==> src/core/bwp_defs.vh <==
`ifndef BWP_DEFS_VH
`define BWP_DEFS_VH
`define BWP_CTRL_CODE 4'h6
`define BWP_SEL_BLK0 3'h1
`define BWP_SEL_BLK1 3'h4
`define BWP_SEL_BLK2 3'h5
`define BWP_SEL_BLK3 3'h0
`define BWP_SEL_CLEAR 3'h3
`define BWP_NUM_BLOCKS 4
`define BWP_DUMMY_BYTES 2'h2
`define BWP_WRITE_TIME_US 5000
`define BWP_CLK_MHZ 50
`define BWP_WRITE_CYCLES (`BWP_WRITE_TIME_US * `BWP_CLK_MHZ)
`endif

==> src/core/bwp_flag_store.v <==
`timescale 1ns/1ps
`include "bwp_defs.vh"
// protection flags; stands in for the nonvolatile cells, read data registered
module bwp_flag_store (
   input wire mclk_in,
   input wire rst_n_in,
   input wire ce_in,
   input wire [3:0] init_flags_in,
   input wire load_init_in,
   input wire commit_in,
   input wire clear_all_in,
   input wire [3:0] set_mask_in,
   output reg [3:0] flags_out
);
   always @(posedge mclk_in or negedge rst_n_in) begin
      if (!rst_n_in) begin
         flags_out <= 4'h0;
      end else if (ce_in) begin
         if (load_init_in) begin
            flags_out <= init_flags_in;
         end else if (commit_in) begin
            if (clear_all_in) begin
               flags_out <= 4'h0;
            end else begin
               flags_out <= flags_out | set_mask_in;
            end
         end
      end
   end
endmodule // bwp_flag_store

==> src/core/bwp_protect_ctrl.v <==
`timescale 1ns/1ps
`include "bwp_defs.vh"
module bwp_protect_ctrl #(
   parameter WRITE_CYCLES = `BWP_WRITE_CYCLES
) (
   input wire mclk_in,
   input wire rst_n_in,
   input wire ce_in,
   input wire scl_in,
   input wire sda_in,
   input wire high_voltage_level_in,
   input wire [3:0] init_flags_in,
   input wire [8:0] array_addr_in,
   output reg sda_out,
   output reg sda_oe_n_out,
   output reg [3:0] protect_flags_out,
   output reg addr_protected_out,
   output reg write_busy_out
);
   localparam ST_IDLE = 4'h1;
   localparam ST_CTRL = 4'h2;
   localparam ST_DUMMY = 4'h4;
   localparam ST_QUERY = 4'h8;
   localparam [31:0] WR_LOAD = WRITE_CYCLES;

   // one-hot decode of the select bits to a block mask
   function [3:0] blk_mask;
      input [2:0] sel;
      begin
         case (sel)
            `BWP_SEL_BLK0: blk_mask = 4'h1;
            `BWP_SEL_BLK1: blk_mask = 4'h2;
            `BWP_SEL_BLK2: blk_mask = 4'h4;
            `BWP_SEL_BLK3: blk_mask = 4'h8;
            default: blk_mask = 4'h0;
         endcase
      end
   endfunction

   reg [1:0] scl_s_q;
   reg [1:0] sda_s_q;
   reg [1:0] hv_s_q;
   reg scl_d1_q;
   reg sda_d1_q;
   reg [3:0] state_q;
   reg [3:0] bit_cnt_q;
   reg [7:0] shift_q;
   reg ack_phase_q;
   reg ack_give_q;
   reg [1:0] dummy_cnt_q;
   reg is_clear_q;
   reg [3:0] mask_q;
   reg armed_q;
   reg hv_ok_q;
   reg [31:0] wr_cnt_q;
   reg init_done_q;
   reg commit_q;
   wire [3:0] flags;

   // edge and condition finders on the synchronised pins
   wire scl_rise = scl_s_q[1] & ~scl_d1_q;
   wire scl_fall = ~scl_s_q[1] & scl_d1_q;
   wire start_c = scl_s_q[1] & scl_d1_q & sda_d1_q & ~sda_s_q[1];
   wire stop_c = scl_s_q[1] & scl_d1_q & ~sda_d1_q & sda_s_q[1];
   wire [7:0] byte_w = {shift_q[6:0], sda_s_q[1]};
   wire busy = wr_cnt_q != 32'h0;

   // control byte decode, valid on the eighth rising clock
   wire code_ok = byte_w[7:4] == `BWP_CTRL_CODE;
   wire sel_clear = byte_w[3:1] == `BWP_SEL_CLEAR;
   wire blk_free = |(blk_mask(byte_w[3:1]) & ~flags);

   bwp_flag_store u_store (
      .mclk_in(mclk_in),
      .rst_n_in(rst_n_in),
      .ce_in(ce_in),
      .init_flags_in(init_flags_in),
      .load_init_in(~init_done_q),
      .commit_in(commit_q),
      .clear_all_in(is_clear_q),
      .set_mask_in(mask_q),
      .flags_out(flags)
   );

   always @(posedge mclk_in or negedge rst_n_in) begin
      if (!rst_n_in) begin
         scl_s_q <= 2'h3;
         sda_s_q <= 2'h3;
         hv_s_q <= 2'h0;
         scl_d1_q <= 1'b1;
         sda_d1_q <= 1'b1;
         state_q <= ST_IDLE;
         bit_cnt_q <= 4'h0;
         shift_q <= 8'h00;
         ack_phase_q <= 1'b0;
         ack_give_q <= 1'b0;
         dummy_cnt_q <= 2'h0;
         is_clear_q <= 1'b0;
         mask_q <= 4'h0;
         armed_q <= 1'b0;
         hv_ok_q <= 1'b0;
         wr_cnt_q <= 32'h0;
         init_done_q <= 1'b0;
         commit_q <= 1'b0;
         sda_out <= 1'b1;
         sda_oe_n_out <= 1'b1;
         protect_flags_out <= 4'h0;
         addr_protected_out <= 1'b0;
         write_busy_out <= 1'b0;
      end else if (ce_in) begin
         scl_s_q <= {scl_s_q[0], scl_in};
         sda_s_q <= {sda_s_q[0], sda_in};
         hv_s_q <= {hv_s_q[0], high_voltage_level_in};
         scl_d1_q <= scl_s_q[1];
         sda_d1_q <= sda_s_q[1];
         init_done_q <= 1'b1;
         commit_q <= 1'b0;
         protect_flags_out <= flags;
         addr_protected_out <= flags[array_addr_in[8:7]];
         write_busy_out <= busy;
         // self-timed write cycle; flags commit on its last count
         if (busy) begin
            wr_cnt_q <= wr_cnt_q - 32'h1;
            if (wr_cnt_q == 32'h1) begin
               commit_q <= 1'b1;
            end
         end
         // losing high voltage after the control byte and before the stop cancels a pending write; a started write cycle still runs
         if (!hv_s_q[1]) begin
            hv_ok_q <= 1'b0;
         end
         if (start_c || stop_c) begin
            if (stop_c && armed_q && hv_ok_q && dummy_cnt_q == `BWP_DUMMY_BYTES && !busy) begin
               wr_cnt_q <= WR_LOAD;
            end
            armed_q <= 1'b0;
            dummy_cnt_q <= 2'h0;
            bit_cnt_q <= 4'h0;
            ack_phase_q <= 1'b0;
            sda_oe_n_out <= 1'b1;
            state_q <= start_c ? ST_CTRL : ST_IDLE;
         end else begin
            case (state_q)
               ST_IDLE: begin
                  sda_oe_n_out <= 1'b1;
               end
               ST_CTRL, ST_DUMMY: begin
                  if (scl_rise && !ack_phase_q) begin
                     shift_q <= byte_w;
                     bit_cnt_q <= bit_cnt_q + 4'h1;
                     if (bit_cnt_q == 4'h7) begin
                        ack_phase_q <= 1'b1;
                        if (state_q == ST_CTRL) begin
                           // latched only while idle so a command during the write cannot retarget it
                           if (!busy) begin
                              mask_q <= blk_mask(byte_w[3:1]);
                              is_clear_q <= sel_clear;
                           end
                           hv_ok_q <= hv_s_q[1];
                           if (!code_ok || busy) begin
                              ack_give_q <= 1'b0;
                           end else if (byte_w[0]) begin
                              ack_give_q <= blk_free;
                           end else if (sel_clear) begin
                              ack_give_q <= hv_s_q[1];
                           end else begin
                              ack_give_q <= hv_s_q[1] & blk_free;
                           end
                        end else begin
                           ack_give_q <= armed_q & ~busy & (dummy_cnt_q < `BWP_DUMMY_BYTES);
                        end
                     end
                  end else if (scl_fall && ack_phase_q && bit_cnt_q == 4'h8) begin
                     sda_out <= 1'b0;
                     sda_oe_n_out <= ~ack_give_q;
                     bit_cnt_q <= 4'h9;
                     if (state_q == ST_CTRL) begin
                        armed_q <= ack_give_q & ~shift_q[0];
                     end else if (dummy_cnt_q == `BWP_DUMMY_BYTES) begin
                        dummy_cnt_q <= 2'h3;
                     end else if (ack_give_q) begin
                        dummy_cnt_q <= dummy_cnt_q + 2'h1;
                     end
                  end else if (scl_fall && ack_phase_q) begin
                     sda_oe_n_out <= 1'b1;
                     ack_phase_q <= 1'b0;
                     bit_cnt_q <= 4'h0;
                     if (state_q == ST_CTRL && shift_q[0]) begin
                        state_q <= ST_QUERY;
                     end else begin
                        state_q <= ST_DUMMY;
                     end
                  end
               end
               ST_QUERY: begin
                  sda_oe_n_out <= 1'b1;
               end
               default: begin
                  state_q <= ST_IDLE;
               end
            endcase
         end
      end
   end
endmodule // bwp_protect_ctrl

==> config.mk <==
export PLATFORM = sky130hd
export DESIGN_NAME = bwp_protect_ctrl
export DESIGN_NICKNAME = d
export VERILOG_FILES = /design/src/core/bwp_flag_store.v /design/src/core/bwp_protect_ctrl.v
export VERILOG_INCLUDE_DIRS = /design/src /design/src/core
export SDC_FILE = /design/constraint.sdc
export NUM_CORES = 1
export LEC_CHECK = 0
export BUFFER_PORTS_ARGS = -buffer_cell sky130_fd_sc_hd__buf_2
export CORE_AREA = 2 2 120 99
export DETAILED_ROUTE_END_ITERATION = 10
export DIE_AREA = 0 0 122 101
export PLACE_DENSITY_LB_ADDON = 0.12
export RECOVER_POWER = 25
export SETUP_SLACK_MARGIN = 0.4
export SKIP_CTS_REPAIR_TIMING = 1
export SLEW_MARGIN = 20
export SYNTH_ARGS = -nofsm -noshare
export SYNTH_HDL_FRONTEND = slang
export SYNTH_SLANG_ARGS = --single-unit
==> constraint.sdc <==
create_clock -name mclk_in -period 4 [get_ports mclk_in]
set_input_delay 0.2 -clock mclk_in [delete_from_list [all_inputs] [get_ports mclk_in]]
set_output_delay 0.2 -clock mclk_in [all_outputs]
set_load 0.05 [all_outputs]
==> results.md <==
* First-pass DRT Iterations at 4
* Layout area overhead at 13.7%
* Clock network power share at 32.7%
* Initial antenna violation count at 0
* Post-Place Cell Area at 4390 sq um
* Crit-path leading delay family: buffers and inverters
* Post-Syn Area per Cell at 10.7 sq um
* Post-synth top cells: dfrtp_1 (71), nor2_1 (26), mux2_2 (25), o21ai_0 (22), nand2_1 (19)
* Vias in the first global route at 3,034
* Antenna-violating nets left at 0
* Hold_ws at 0.0861 ns
* Fraction of layout instances using a drive strength above 1 at 22.0%
* Cells after DPL at 545
* Switch share at 33.3%
* CP arrival at 3.13 ns
* CTS tree: done
* Starting Density at 37.1%
* Top cells by area, synth: dfrtp_1 (43%), mux2_2 (6.8%), dfstp_2 (5.7%)
* Top-count cell post-synth: dfrtp_1
* Worst path bufs/invs at 2
* Final period demand of the worst path at 2.91 ns
* Psw at 0.870 mW
* I/O Buffers at 19
* Netlist cell types at 72
* Part of the power in registers at 44.9%
* Share of the synthesized area in the top cell type at 42.9%
* Final instance area at 4710 sq um
* Post-route clock skew at 0.00894 ns
* PwrDens at 555 nW/um^2
* # IOs at 27
* Mapped Area at 4140 sq um
* Post-Syn Instances at 388
* Fmax at 0.344 GHz
* Area leader, netlist: dfrtp_1
* Max capacitance violation total at 2
* Final std cells w/o fill at 562
* Die span in x at 122 um
* Largest net degree at the start of global routing at 81
* WP data required at 4.23 ns
* Asr flop ratio synth at 100%
* Yosys warns at 0
* Global-route wire length before repair at 15,300 um
* H-tree depth at 3
* Worst Hold Class: in -> reg
* CP Class: in -> reg
* Slew Viols, Final at 123
* # diodes at 0
* HPWL after DPL at 6040 um
* Root Buffer: clkbuf_16
* Internal at 1.75 mW
* Final setup vio count at 0
* Worst Setup Start Kind: primary input
* Grt ovf at 0
* Routed WL at 8970 um
* Violated checks: capacitance limit, slew limit
* RSZ-0062 raised after global routing: false
* TritonCTS Buffers at 9
* Die height at 101 um
* Power, Total at 2.62 mW
* Syn nets at 412
* CTS Sinks at 80
* DRC viols at 0
* # rows at 35
* WL/cell at 16.0 um
* Worst slew margin at -38.7%
* Worst-Margin Slew at 2.08 ns
* Final worst path period share at 72.6%
* Crit-path slowest cell: clkbuf_1
* #FFs+latches synth at 80
* Core Box Area at 11,200 sq um
* DIE AREA at 12,300 sq um
* Routability cong. at 0.788
* DR vias/cell at 5.36
* Status: finished with violations
* CP max FO at 41
* Worst path max stage delay at 1.51 ns
* Vias at 3,012
* Setup_tns at 0 ns
* Sequential-to-total area share from yosys stat at 48.6%
* Layout Nets at 433
* Clock Latency Late Sink at 0.34 ns
* Leakage at 1.96 nW
* Reg clk slew, reported paths at 0.06 ns
* Ys flop type: dfrtp_1
* Crit path capture type: flip-flop
* CTS Buffer Depth at 2
* CP Cell Sequence: clkbuf_1, clkbuf_1, nand4_1, nor2_4, mux2_2
* DR iter-0 viols at 196
* Most frequent CP cell: clkbuf_1
* Peak VDD IR at 0.295 mV
* Comb pwr share at 22.4%
* Fin. Hold Viols at 0
* Total GRT Usage at 16.1%
* Post-synth EDFFs at 0
area by class of cell:
cell class              instances  area (sq um)
repair buffers                 24           130
clock inverters                 5          65.1
well taps                     148           185
multi-input cells             278          2000
flip-flops and latches         80          2010
inverters                      16          60.1
fillers                      1095          6460
clock buffers                  11           253
cell families after synthesis:
| group | after synthesis | synth area share (%) |
|---|---|---|
| AND/OR/NAND/NOR | 142 | 21.6 |
| flip-flops | 80 | 48.6 |
| AO/OA/AOI/OAI | 78 | 12.0 |
| buffers and inverters | 30 | 3.05 |
| multiplexers | 29 | 8.12 |
| XOR/XNOR | 24 | 5.07 |
| adder cells (fa/ha/maj) | 5 | 1.51 |
metal layers:
layer	track usage [%]	up-vias	wire (um)
met5	0	-	0
met4	4.51	0	120
met3	4.47	10	272
met2	23.9	31	3990
met1	22.9	1489	4590
li1	-	1482	-
state kept, by name, summed over array words and instances, names as in the netlist, 2 cells and up:
| register | cells |
|---|---|
| bit_cnt_q | 4 |
| dummy_cnt_q | 2 |
| hv_s_q | 2 |
| mask_q | 4 |
| protect_flags_out | 4 |
| scl_s_q | 2 |
| sda_s_q | 2 |
| shift_q | 7 |
| state_q | 4 |
| u_store.flags_out | 4 |
| wr_cnt_q | 32 |
per-stage QoR:
| step | setup WS (ns) | utilization (%) |
|---|---|---|
| 2_1_floorplan | 1.82 | - |
| 3_3_place_gp | 1.51 | 39.3 |
| 3_5_place_dp | 1.51 | 39.3 |
| 4_1_cts | 1.50 | 42.2 |
| 5_1_grt | 0.788 | 42.2 |
| 6_report | 1.09 | 42.2 |
cells in the final DEF (no fill, tap or decap), drive strengths merged, types with 7 or more instances in the layout:
cell type   n
nand3      12
mux2       27
o21ai      25
nand2      19
nor4       15
or3         7
xor2       11
dfstp       9
nor2       27
buf        20
inv        15
o22ai       7
xnor2      13
nor3       15
a21oi      17
dfrtp      71
clkbuf     14
nand4      11
power groups by stage:
stage          combinational [mW]  clock [mW]  sequential (mW)
3_3_place_gp                0.581           0             1.18
3_5_place_dp                0.586           0             1.18
2_1_floorplan               0.504           0             1.11
6_report                    0.586       0.854             1.18
5_1_grt                     0.666       0.917             1.20
4_1_cts                     0.589       0.880             1.17
path summary, 6_finish.rpt:
path | from | endpoint | slack (ns) | depth (start not counted)
worst max-delay path | ce_in | is_clear_q$_DFFE_PN0P_ | 1.09 | 5
worst min-delay path | sda_in | sda_s_q[0]$_DFFE_PN1P_ | 0.09 | 2
worst max register to register | wr_cnt_q[10]$_DFFE_PN0P_ | wr_cnt_q[13]$_DFFE_PN0P_ | 1.53 | 6
worst min register to register | sda_out$_DFFE_PN1P_ | sda_out$_DFFE_PN1P_ | 0.46 | 1
max in group asynchronous | rst_n_in | wr_cnt_q[21]$_DFFE_PN0P_ | 1.83 | 2
min in group asynchronous | rst_n_in | bit_cnt_q[2]$_DFFE_PN0P_ | 0.95 | 2
(Power assumes the default switching activity.)
